`src/cpu_exec_pkg.sv`:
```
/*
 * Shared types and constants for the execution unit: operation codes,
 * the decoded instruction carrier, flag positions and cycle counts.
 * Assumes a front end that decodes opcodes into instr_s.
 */
package cpu_exec_pkg;

  localparam int PC_W = 22;
  localparam int NUM_REGS = 32;
  localparam int REGS_W = NUM_REGS * 8;

  // Flag positions inside the flag_register
  localparam int FLAG_C = 0;
  localparam int FLAG_Z = 1;
  localparam int FLAG_N = 2;
  localparam int FLAG_V = 3;
  localparam int FLAG_S = 4;
  localparam int FLAG_H = 5;
  localparam int FLAG_T = 6;
  localparam int FLAG_I = 7;

  localparam logic [7:0] FLAGS_RESET = 8'h00;
  localparam logic [PC_W-1:0] PC_RESET = 22'h00_0000;
  localparam logic [7:0] ALL_ONES = 8'hFF;
  localparam logic [7:0] SIGN_ONLY = 8'h80;

  // Register addresses of the Z pointer (R31:R30)
  localparam logic [4:0] Z_LO_ADDR = 5'h1E;
  localparam logic [4:0] Z_HI_ADDR = 5'h1F;

  // Cycle counts
  localparam logic [2:0] CYC_LOGIC = 3'h1;
  localparam logic [2:0] CYC_MUL = 3'h2;
  localparam logic [2:0] CYC_CIPHER_FIRST = 3'h2;
  localparam logic [2:0] CYC_CIPHER_NEXT = 3'h1;
  localparam logic [2:0] CYC_JUMP = 3'h2;
  localparam logic [2:0] CYC_ZCALL = 3'h3;
  localparam logic [2:0] CYC_EZCALL = 3'h3;
  localparam logic [2:0] CYC_SKIP_BASE = 3'h1;
  localparam logic [2:0] CYC_IOSKIP_BASE = 3'h2;
  localparam logic [2:0] CYC_BR_BASE = 3'h1;

  typedef enum logic [4:0] {
    OP_XOR = 5'h00, OP_INVERT = 5'h01, OP_FLIP = 5'h02,
    OP_SETMASK = 5'h03, OP_CLRMASK = 5'h04, OP_PROBE = 5'h05,
    OP_MUL_UU = 5'h06, OP_MUL_SS = 5'h07, OP_MUL_SU = 5'h08,
    OP_FRAC_PRODUCT_UU_UU = 5'h09, OP_FRAC_PRODUCT_UU_SS = 5'h0A, OP_FRAC_PRODUCT_UU_SU = 5'h0B,
    OP_CIPHER = 5'h0C, OP_ZJMP = 5'h0D, OP_EZJMP = 5'h0E,
    OP_ZCALL = 5'h0F, OP_EZCALL = 5'h10, OP_EQSKIP = 5'h11,
    OP_RBCSKIP = 5'h12, OP_RBSSKIP = 5'h13, OP_IOCSKIP = 5'h14,
    OP_IOSSKIP = 5'h15, OP_FSETBR = 5'h16, OP_FCLRBR = 5'h17
  } op_e;

  typedef enum logic [0:0] {
    ST_IDLE = 1'b0,
    ST_BUSY = 1'b1
  } state_e;

  typedef struct packed {
    op_e op;
    logic [4:0] rd;
    logic [4:0] rr;
    logic [7:0] imm;
    logic [2:0] bitSel;
    logic [11:0] offset;
  } instr_s;

endpackage : cpu_exec_pkg

```
`src/cpu_alu_branch_ops.sv`:
```
/*
 * Execution unit for the logic, multiply, cipher, indirect jump/call,
 * skip and conditional branch groups. Takes one decoded instruction
 * when ready, commits results at that edge, then stalls for the rest
 * of its cycle count. Assumes the front end supplies the next
 * instruction's length, the addressed I/O bit and the PC extension.
 */
// How it works
// RULE1 - set mask: OR immediate, flags ZNVS, one cycle
// RULE2 - clear mask: AND with FF minus K
// RULE3 - probe: AND with itself, set ZNVS
// RULE4 - products into R1:R0, Z and C, two cycles
// RULE5 - fractional products shifted left one bit
// RULE6 - cipher step: H selects encrypt or decrypt
// RULE7 - z jump: PC low from Z, high cleared
// RULE8 - ext z jump: PC high from extension
// RULE9 - z subcall: push return, clear upper PC
// RULE10 - ext z subcall: push, extension upper, three cycles
// RULE11 - equal skip: skip next when registers equal
// RULE12 - register bit skips on clear or set
// RULE13 - I/O bit skips, two to four cycles
// RULE14 - flag branches: PC plus k plus one
// RULE15 - signed branches use N xor V
// RULE16 - unsigned branches follow carry flag
// RULE17 - interrupt flag branches
// RULE18 - half carry and T flag branches
// RULE19 - overflow flag branches
// RULE20 - xor, invert and negate with flags
// RULE21 - untouched flags and registers keep values
`timescale 1ns/1ps
module cpu_alu_branch_ops
  import cpu_exec_pkg::*;
(
  // Clock and reset
  input wire logic sys_clk,
  input wire logic sys_rst,
  // Decoded instruction
  input wire logic instValid,
  input wire instr_s instr,
  input wire logic nextTwoWord,
  input wire logic ioBitValue,
  input wire logic [5:0] pcExtension,
  // Preload of state
  input wire logic loadEn,
  input wire logic [4:0] loadAddr,
  input wire logic [7:0] loadData,
  input wire logic flagLoad,
  input wire logic [7:0] flagIn,
  input wire logic [4:0] peekAddr,
  // Status
  output logic ready,
  output logic done,
  output logic [PC_W-1:0] pc,
  output logic [7:0] flags,
  output logic [7:0] peekData,
  // Return address push
  output logic pushValid,
  output logic [PC_W-1:0] pushAddr
);

  state_e st_reg;
  logic [2:0] cnt_reg;
  logic prevCipher_reg;
  logic accept;
  logic [REGS_W-1:0] regs;
  logic [NUM_REGS-1:0] wrMask;
  logic [REGS_W-1:0] wrData;
  logic [7:0] rdv, rrv, logicRes, flags_next;
  logic [PC_W-1:0] pc_next, pcPlusOne, zTarget, relTarget, skipTarget;
  logic [15:0] zPtr, prodRes;
  logic [2:0] cycles;
  logic prodC, prodZ, isMul, isLogic, skipCond, brCond, brFlag;
  logic [63:0] ciphL, ciphR, ciphOutL, ciphOutR;
  logic [3:0] key;

  assign accept = instValid && ready;
  assign rdv = regs[instr.rd*8 +: 8];
  assign rrv = regs[instr.rr*8 +: 8];
  assign zPtr = {regs[Z_HI_ADDR*8 +: 8], regs[Z_LO_ADDR*8 +: 8]};
  assign pcPlusOne = pc + 22'h00_0001;

  reg_file u_regs (
    .sys_clk(sys_clk),
    .sys_rst(sys_rst),
    .wrMask(wrMask),
    .wrData(wrData),
    .regsOut(regs)
  );

  product_unit u_mul (
    .opA(rdv),
    .opB(rrv),
    .signedA(instr.op inside {OP_MUL_SS, OP_MUL_SU, OP_FRAC_PRODUCT_UU_SS,
                              OP_FRAC_PRODUCT_UU_SU}),
    .signedB(instr.op inside {OP_MUL_SS, OP_FRAC_PRODUCT_UU_SS}),
    .fractional(instr.op inside {OP_FRAC_PRODUCT_UU_UU, OP_FRAC_PRODUCT_UU_SS, OP_FRAC_PRODUCT_UU_SU}),
    .result(prodRes),
    .carryOut(prodC),
    .zeroOut(prodZ)
  );

  assign isMul = instr.op inside {OP_MUL_UU, OP_MUL_SS, OP_MUL_SU,
                                  OP_FRAC_PRODUCT_UU_UU, OP_FRAC_PRODUCT_UU_SS, OP_FRAC_PRODUCT_UU_SU};
  assign isLogic = instr.op inside {OP_XOR, OP_INVERT, OP_FLIP,
                                    OP_SETMASK, OP_CLRMASK, OP_PROBE};

  // Byte-wide logic results
  always_comb begin
    case (instr.op)
      OP_XOR: logicRes = rdv ^ rrv; // RULE20
      OP_INVERT: logicRes = ALL_ONES - rdv; // RULE20
      OP_FLIP: logicRes = 8'h00 - rdv; // RULE20
      OP_SETMASK: logicRes = rdv | instr.imm; // RULE1
      OP_CLRMASK: logicRes = rdv & (ALL_ONES - instr.imm); // RULE2
      OP_PROBE: logicRes = rdv & rdv; // RULE3
      default: logicRes = rdv;
    endcase
  end

  // One keyed Feistel round; decrypt undoes encrypt for the same key
  always_comb begin
    key = instr.imm[3:0];
    ciphL = regs[127:64];
    ciphR = regs[63:0];
    if (!flags[FLAG_H]) begin
      ciphOutL = ciphR; // RULE6
      ciphOutR = ciphL ^ {ciphR[55:0], ciphR[63:56]} ^ {16{key}};
    end else begin
      ciphOutL = ciphR ^ {ciphL[55:0], ciphL[63:56]} ^ {16{key}};
      ciphOutR = ciphL; // RULE6
    end
  end

  // Skip and branch conditions
  always_comb begin
    case (instr.op)
      OP_EQSKIP: skipCond = (rdv == rrv); // RULE11
      OP_RBCSKIP: skipCond = !rrv[instr.bitSel]; // RULE12
      OP_RBSSKIP: skipCond = rrv[instr.bitSel]; // RULE12
      OP_IOCSKIP: skipCond = !ioBitValue; // RULE13
      OP_IOSSKIP: skipCond = ioBitValue; // RULE13
      default: skipCond = 1'b0;
    endcase
    // Signed compares test N xor V directly, not the stored S
    if (instr.bitSel == 3'(FLAG_S)) begin
      brFlag = flags[FLAG_N] ^ flags[FLAG_V]; // RULE15
    end else begin
      // C, V, H, T and I branches read their own bit
      brFlag = flags[instr.bitSel]; // RULE16 RULE17 RULE18 RULE19
    end
    brCond = (instr.op == OP_FSETBR) ? brFlag : !brFlag; // RULE14
  end

  assign relTarget = pcPlusOne + {{10{instr.offset[11]}}, instr.offset};
  assign skipTarget = pc + (nextTwoWord ? 22'h00_0003 : 22'h00_0002);
  assign zTarget = {instr.op inside {OP_EZJMP, OP_EZCALL} ?
                    pcExtension : 6'h00, zPtr}; // RULE7 RULE8

  // Next PC
  always_comb begin
    case (instr.op)
      OP_ZJMP, OP_EZJMP, OP_ZCALL, OP_EZCALL:
        pc_next = zTarget; // RULE7 RULE8 RULE9 RULE10
      OP_EQSKIP, OP_RBCSKIP, OP_RBSSKIP, OP_IOCSKIP, OP_IOSSKIP:
        pc_next = skipCond ? skipTarget : pcPlusOne; // RULE11 RULE13
      OP_FSETBR, OP_FCLRBR:
        pc_next = brCond ? relTarget : pcPlusOne; // RULE14
      default:
        pc_next = pcPlusOne;
    endcase
  end

  // Cycle count of the accepted instruction
  always_comb begin
    cycles = CYC_LOGIC;
    case (instr.op)
      OP_CIPHER:
        cycles = prevCipher_reg ? CYC_CIPHER_NEXT : CYC_CIPHER_FIRST;
      OP_ZJMP, OP_EZJMP: cycles = CYC_JUMP; // RULE7 RULE8
      OP_ZCALL: cycles = CYC_ZCALL; // RULE9
      OP_EZCALL: cycles = CYC_EZCALL; // RULE10
      OP_EQSKIP, OP_RBCSKIP, OP_RBSSKIP, OP_IOCSKIP, OP_IOSSKIP:
        cycles = (instr.op inside {OP_IOCSKIP, OP_IOSSKIP} ? CYC_IOSKIP_BASE
                  : CYC_SKIP_BASE) + (skipCond ? (nextTwoWord ? 3'h2 : 3'h1)
                    : 3'h0); // RULE11 RULE12 RULE13
      default: begin
        if (isMul) begin
          cycles = CYC_MUL; // RULE4 RULE5
        end
      end
    endcase
  end

  // Flag updates; bits not named by an operation stay put
  always_comb begin
    flags_next = flags; // RULE21
    if (isLogic) begin
      flags_next[FLAG_Z] = (logicRes == 8'h00);
      flags_next[FLAG_N] = logicRes[7];
      flags_next[FLAG_V] = 1'b0; // RULE1 RULE2 RULE3 RULE20
      if (instr.op == OP_INVERT) begin
        flags_next[FLAG_C] = 1'b1; // RULE20
      end
      if (instr.op == OP_FLIP) begin
        flags_next[FLAG_C] = (logicRes != 8'h00);
        flags_next[FLAG_V] = (logicRes == SIGN_ONLY);
        flags_next[FLAG_H] = logicRes[3] | rdv[3]; // RULE20
      end
      flags_next[FLAG_S] = flags_next[FLAG_N] ^ flags_next[FLAG_V];
    end else if (isMul) begin
      flags_next[FLAG_Z] = prodZ; // RULE4 RULE5
      flags_next[FLAG_C] = prodC;
    end
  end

  // Register writes, only to the named destinations
  always_comb begin
    wrMask = '0; // RULE21
    wrData = regs;
    if (accept && isLogic && instr.op != OP_PROBE) begin
      wrMask[instr.rd] = 1'b1;
      wrData[instr.rd*8 +: 8] = logicRes;
    end else if (accept && isMul) begin
      wrMask[1:0] = 2'b11; // RULE4 RULE5
      wrData[15:0] = prodRes;
    end else if (accept && instr.op == OP_CIPHER) begin
      wrMask[15:0] = 16'hFFFF; // RULE6
      wrData[127:0] = {ciphOutL, ciphOutR};
    end else if (loadEn) begin
      wrMask[loadAddr] = 1'b1;
      wrData[loadAddr*8 +: 8] = loadData;
    end
  end

  // Stall sequencing
  always_ff @(posedge sys_clk or posedge sys_rst) begin
    if (sys_rst) begin
      st_reg <= ST_IDLE;
      cnt_reg <= 3'h0;
      ready <= 1'b1;
      done <= 1'b0;
    end else begin
      case (st_reg)
        ST_IDLE: begin
          done <= accept && (cycles == 3'h1);
          if (accept && cycles > 3'h1) begin
            st_reg <= ST_BUSY;
            cnt_reg <= cycles - 3'h1;
            ready <= 1'b0;
          end
        end
        ST_BUSY: begin
          cnt_reg <= cnt_reg - 3'h1;
          done <= (cnt_reg == 3'h1);
          if (cnt_reg == 3'h1) begin
            st_reg <= ST_IDLE;
            ready <= 1'b1;
          end
        end
        default: begin
          st_reg <= ST_IDLE;
          ready <= 1'b1;
          done <= 1'b0;
        end
      endcase
    end
  end

  // Architectural state commits at the accepting edge
  always_ff @(posedge sys_clk or posedge sys_rst) begin
    if (sys_rst) begin
      pc <= PC_RESET;
      flags <= FLAGS_RESET;
      prevCipher_reg <= 1'b0;
    end else if (accept) begin
      pc <= pc_next;
      flags <= flags_next;
      prevCipher_reg <= (instr.op == OP_CIPHER);
    end else if (flagLoad) begin
      flags <= flagIn;
    end
  end

  // Return address for the subcalls
  always_ff @(posedge sys_clk or posedge sys_rst) begin
    if (sys_rst) begin
      pushValid <= 1'b0;
      pushAddr <= PC_RESET;
    end else begin
      pushValid <= accept && instr.op inside {OP_ZCALL, OP_EZCALL};
      if (accept) begin
        pushAddr <= pcPlusOne; // RULE9 RULE10
      end
    end
  end

  always_ff @(posedge sys_clk or posedge sys_rst) begin
    if (sys_rst) begin
      peekData <= 8'h00;
    end else begin
      peekData <= regs[peekAddr*8 +: 8];
    end
  end
endmodule : cpu_alu_branch_ops

```
`src/product_unit.sv`:
```
/*
 * 8x8 multiplier with per-operand signedness and optional fractional
 * shift. Purely combinational; the caller registers the result.
 */
`timescale 1ns/1ps
module product_unit
  import cpu_exec_pkg::*;
(
  // Operands
  input wire logic [7:0] opA,
  input wire logic [7:0] opB,
  // Mode
  input wire logic signedA,
  input wire logic signedB,
  input wire logic fractional,
  // Result
  output logic [15:0] result,
  output logic carryOut,
  output logic zeroOut
);

  logic signed [17:0] wideProd;
  logic [15:0] rawProd;

  always_comb begin
    wideProd = $signed({signedA & opA[7], opA}) *
               $signed({signedB & opB[7], opB});
    rawProd = wideProd[15:0];
    // Carry is the product's top bit before the fractional shift
    carryOut = rawProd[15];
    result = fractional ? {rawProd[14:0], 1'b0} : rawProd;
    zeroOut = (result == 16'h0000);
  end

endmodule : product_unit

```
`src/reg_file.sv`:
```
/*
 * General register file, 32 bytes, held in flip-flops and exposed as
 * one flat vector so the cipher step can see R15..R0 at once.
 * A byte mask selects which registers take the write data.
 */
`timescale 1ns/1ps
module reg_file
  import cpu_exec_pkg::*;
(
  // Clock and reset
  input wire logic sys_clk,
  input wire logic sys_rst,
  // Write
  input wire logic [NUM_REGS-1:0] wrMask,
  input wire logic [REGS_W-1:0] wrData,
  // Contents
  output logic [REGS_W-1:0] regsOut
);

  always_ff @(posedge sys_clk or posedge sys_rst) begin
    if (sys_rst) begin
      regsOut <= '0;
    end else begin
      for (int i = 0; i < NUM_REGS; i++) begin
        if (wrMask[i]) begin
          regsOut[i*8 +: 8] <= wrData[i*8 +: 8];
        end
      end
    end
  end

endmodule : reg_file

```
`config.mk`:
```
export PLATFORM = sky130hd
export DESIGN_NAME = cpu_alu_branch_ops
export DESIGN_NICKNAME = d
export VERILOG_FILES = /design/src/cpu_exec_pkg.sv /design/src/cpu_alu_branch_ops.sv /design/src/product_unit.sv /design/src/reg_file.sv
export SDC_FILE = /design/constraint.sdc
export NUM_CORES = 2
export LEC_CHECK = 0
export BUFFER_PORTS_ARGS = -buffer_cell sky130_fd_sc_hd__buf_2
export CAP_MARGIN = 15
export CORE_MARGIN = 8
export CORE_UTILIZATION = 33
export CTS_CLUSTER_SIZE = 40
export DETAILED_ROUTE_END_ITERATION = 6
export PLACE_DENSITY = 0.59
export SYNTH_ARGS = -nofsm -noshare
export SYNTH_HDL_FRONTEND = slang
export SYNTH_SLANG_ARGS = --single-unit
```
`constraint.sdc`:
```
create_clock -name sys_clk -period 8.3 [get_ports sys_clk]
set_input_delay 0 -clock sys_clk [delete_from_list [all_inputs] [get_ports sys_clk]]
set_output_delay 0 -clock sys_clk [all_outputs]
set_load 0.1 [all_outputs]
```
==> flow_metrics.py <==
metrics = {
    "cts": {
        "cts_made_buffers": 44,
        "clockRootBuffer": "clkbuf_16",
        "cts_sinks": 324,
        "cts_tree": "built",
        "hold_buffers": 32,
        "htreeDepth": 2,
        "insertion_delay_ns": 0.67,
        "cts_resized": 0,
        "cts_buffer_depth": 3,
        "postCtsSetupBuffers": 0,
        "clkTransAtPathRegs_ns": 0.06,
    },
    "critical_path": {
        "critPathArrivalTime_ns": 7.99,
        "cp-end-kind": "register",
        "path_max_fanout": 8,
        "crit_path_start_kind": "register",
        "worst-setup-path-type": "reg2reg",
        "r2r_start": "u_regs.regsOut[15]",
        "required_ns": 8.85,
        "cp-startpoint": "u_regs.regsOut[15]",
    },
    "synthesis": {
        "synth_top_area_share_pct": 24.63,
        "ys.flop_type": "dfrtp_1",
        "synth_area_sq_um": 32810,
        "yosysTopAreaCell": "dfrtp_1",
        "avgSynthCellArea_sq_um": 8.650,
        "synth_seq_cells": 324,
        "synth_seq_area_share_pct": 24.71,
        "synthArstFlopShare_pct": 100.0,
        "yosysWarnings": 0,
        "syn_nets": 4016,
        "synth_edf_count": 0,
        "synth.distinct_cells": 95,
        "synth_area_leaders": "dfrtp_1 (25%), mux4_2 (12%), nand2_1 (5.9%)",
        "synthCells": 3793,
    },
    "drt": {
        "drc_errors": 0,
        "drtIter0Drc": 5037,
        "drt-pass1-iter-count": 6,
        "wl_per_cell_um": 32.30,
        "postRouteAntennaNets": 0,
        "routed-via-count": 33504,
        "viasPerCell": 6.480,
        "wirelength_mm": 167.0,
    },
    "sta": {
        "timing_worst_slew_pin_value_ns": 1.312,
        "rsz0062_at_grt": "no",
        "fin_skew_ns": 0.05308,
        "period_share_pct": 89.61,
        "setup_viol": 0,
        "slew_viol_final": 0,
        "fmax_mhz": 134.5,
        "tns_ns": 0,
        "max_slew_margin_pct": 12.23,
        "timing.final.hold_violations": 0,
        "layout_min_cycle_time_ns": 7.438,
    },
    "grt": {
        "first_global_vias": 31573,
        "grt_overflow": 0,
        "grt_start_max_net_pins": 74,
        "grt_use_total_pct": 28.98,
        "antenna_found_initial": 10,
        "grt_pass1_wl_mm": 236.3,
    },
    "layout": {
        "largest_reg_flops": 256,
        "fin_nets": 4061,
        "area_growth_pct": 12.09,
        "reg_top3": "u_regs.regsOut: 256 flops, pc: 22 flops, pushAddr: 22 flops",
        "stdcell_area_sq_um": 36780,
        "largest-register": "u_regs.regsOut",
        "layout-drive-gt1-share_pct": 14.36,
    },
    "min_path": {
        "min-delay-start": "instr[0]",
        "hold_class": "in2reg",
    },
    "run": {
        "drv_cap": 0,
    },
    "die": {
        "num_rows": 115,
        "die_x_um": 331.3,
        "die_h_um": 331.3,
        "die_area_sq_um": 109800,
        "core_sq_um": 98420,
        "ios": 140,
        "start_util_pct": 33.34,
    },
    "power_and_ir_drop": {
        "switchingPower_w": 0.004771,
        "p_sw_share_pct": 50.09,
        "clkPwrFrac_pct": 23.2,
        "p_int_w": 0.004754,
        "ir_worst_vdd_v": 0.0002830,
        "p_comb_share_pct": 49.8,
        "p_leak_nw": 14.58,
        "seqPwrFrac_pct": 26.9,
        "p_per_area_nw_per_um2": 259.0,
    },
    "placement": {
        "gp_congestion": 1.117,
        "dp_hpwl_mm": 125.2,
        "port_buffers": 139,
        "place_area_sq_um": 34810,
    },
    "outcome": {
        "outcome": "finished clean",
    },
}
-- routing by layer --
metal	GRT usage (%)	up-vias	part of all wire [%]
met2	42.42	2496	42
li1	-	14039	-
met5	0	-	0.033
met1	36.52	16451	38
met4	18.13	8	7.8
met3	9.784	510	13
-- cell type report --
cell class	count	area, sq um
fillers	10154	61640
diodes	10	25.02
multi-input cells	3066	23100
clock buffers	55	1224
inverters	137	518.0
clock inverters	26	397.9
flip-flops and latches	324	8113
repair buffers	265	1788
well taps	1287	1610
-- cell usage in the layout, fill, tap and decap left out, types with 44 or more instances in the layout --
master,synthesis,layout
a22oi_1,97,97
a22o_1,71,71
nand3_1,65,63
o21ai_1,103,103
nand2_1,512,511
buf_4,9,94
o22ai_1,176,176
o22a_1,68,68
xor2_1,156,155
nor3_1,44,44
a21oi_1,206,206
o21ai_0,116,116
ha_1,81,81
fa_1,65,65
xnor2_1,174,174
dfrtp_1,323,322
inv_1,130,129
nor2_1,396,392
clkbuf_16,0,45
buf_2,16,134
mux4_2,175,175
mux2i_1,109,109
-- logic make-up (layout without fill, tap and decap cells) --
kind of cell,after synthesis,in the layout,share of synthesized area (%)
compound gates,1049,1049,21.20
xor+xnor,330,330,8.809
fa+ha+maj,146,146,7.055
buf+inv,403,483,5.087
flops,324,324,24.71
mux,314,314,16.76
other cells,0,10,0
simple gates,1227,1227,16.37
-- final timing paths --
path	endpoint	slack (ns)	cells past startpoint
max in group asynchronous	u_regs.regsOut[121]	6.05	5
setup / recovery	flags[1]	0.86	24
hold reg to reg	pushAddr[18]	0.47	2
hold / removal	pc[0]	0.04	6
setup reg to reg	flags[1]	0.86	24
min in group asynchronous	u_regs.regsOut[222]	0.05	3
-- metrics by stage --
step / hold slack (ns) / total power (W) / utilization (%) / setup slack [ns] / cells
after floorplan: 0.1517 / 0.005796 / - / 1.502 / 3793
after global placement: 0.1798 / 0.007138 / 35.36 / 0.8166 / 5046
after detailed placement: 0.1738 / 0.007150 / 35.37 / 0.6744 / 5047
after CTS: 0.009992 / 0.009402 / 37.34 / 1.012 / 5160
after global routing: 0.06171 / 0.009884 / 37.35 / 0.5723 / 5161
final: 0.04108 / 0.009525 / 37.37 / 0.8624 / 5170
-- worst max-delay path: stages (launching register included) --
cell,delay [ns]
dfrtp_1,0.56
mux4_2,0.32
mux4_2,0.35
mux2i_2,0.15
nor3_1,0.90
nand2_1,0.23
fa_1,0.58
inv_1,0.05
fa_1,0.51
fa_1,0.44
fa_1,0.55
inv_1,0.05
fa_1,0.49
inv_1,0.04
ha_1,0.33
o21ai_0,0.12
a21boi_0,0.14
o21ai_0,0.18
nand2_1,0.10
a21o_1,0.18
a21o_1,0.20
a31oi_1,0.20
xor2_1,0.13
a211o_1,0.32
a31oi_1,0.19
-- synthesized netlist by cell type, types with 10 or more instances --
master / n
buf_1: 52
dfrtp_1: 323
xor2_1: 156
nor4_1: 15
o22ai_1: 176
o21ai_0: 116
ha_1: 81
nand2b_1: 28
o21ai_1: 103
a32oi_1: 22
a21oi_1: 206
a21o_1: 16
nand2_1: 512
a221oi_1: 20
or3_1: 14
mux2i_1: 109
nor2_1: 396
and2_1: 21
a31oi_1: 22
mux4_2: 175
clkbuf_1: 175
inv_1: 130
and3_1: 26
o22a_1: 68
a211oi_1: 16
nand3_1: 65
a22oi_1: 97
buf_6: 12
nor2b_1: 22
xnor2_1: 174
a22o_1: 71
o211ai_1: 17
buf_2: 16
fa_1: 65
nor3_1: 44
o32ai_1: 10
mux2_2: 17
nand4_1: 20
-- power groups by stage --
| stage | Combinational [W] | Sequential (W) | Clock [W] |
|---|---|---|---|
| after CTS | 0.00465 | 0.00252 | 0.00223 |
| after floorplan | 0.00258 | 0.00322 | 0 |
| after global placement | 0.00459 | 0.00255 | 0 |
| after detailed placement | 0.00461 | 0.00254 | 0 |
| final | 0.00475 | 0.00257 | 0.00221 |
| after global routing | 0.00503 | 0.00258 | 0.00228 |
Power figures use the tool's default switching activity.
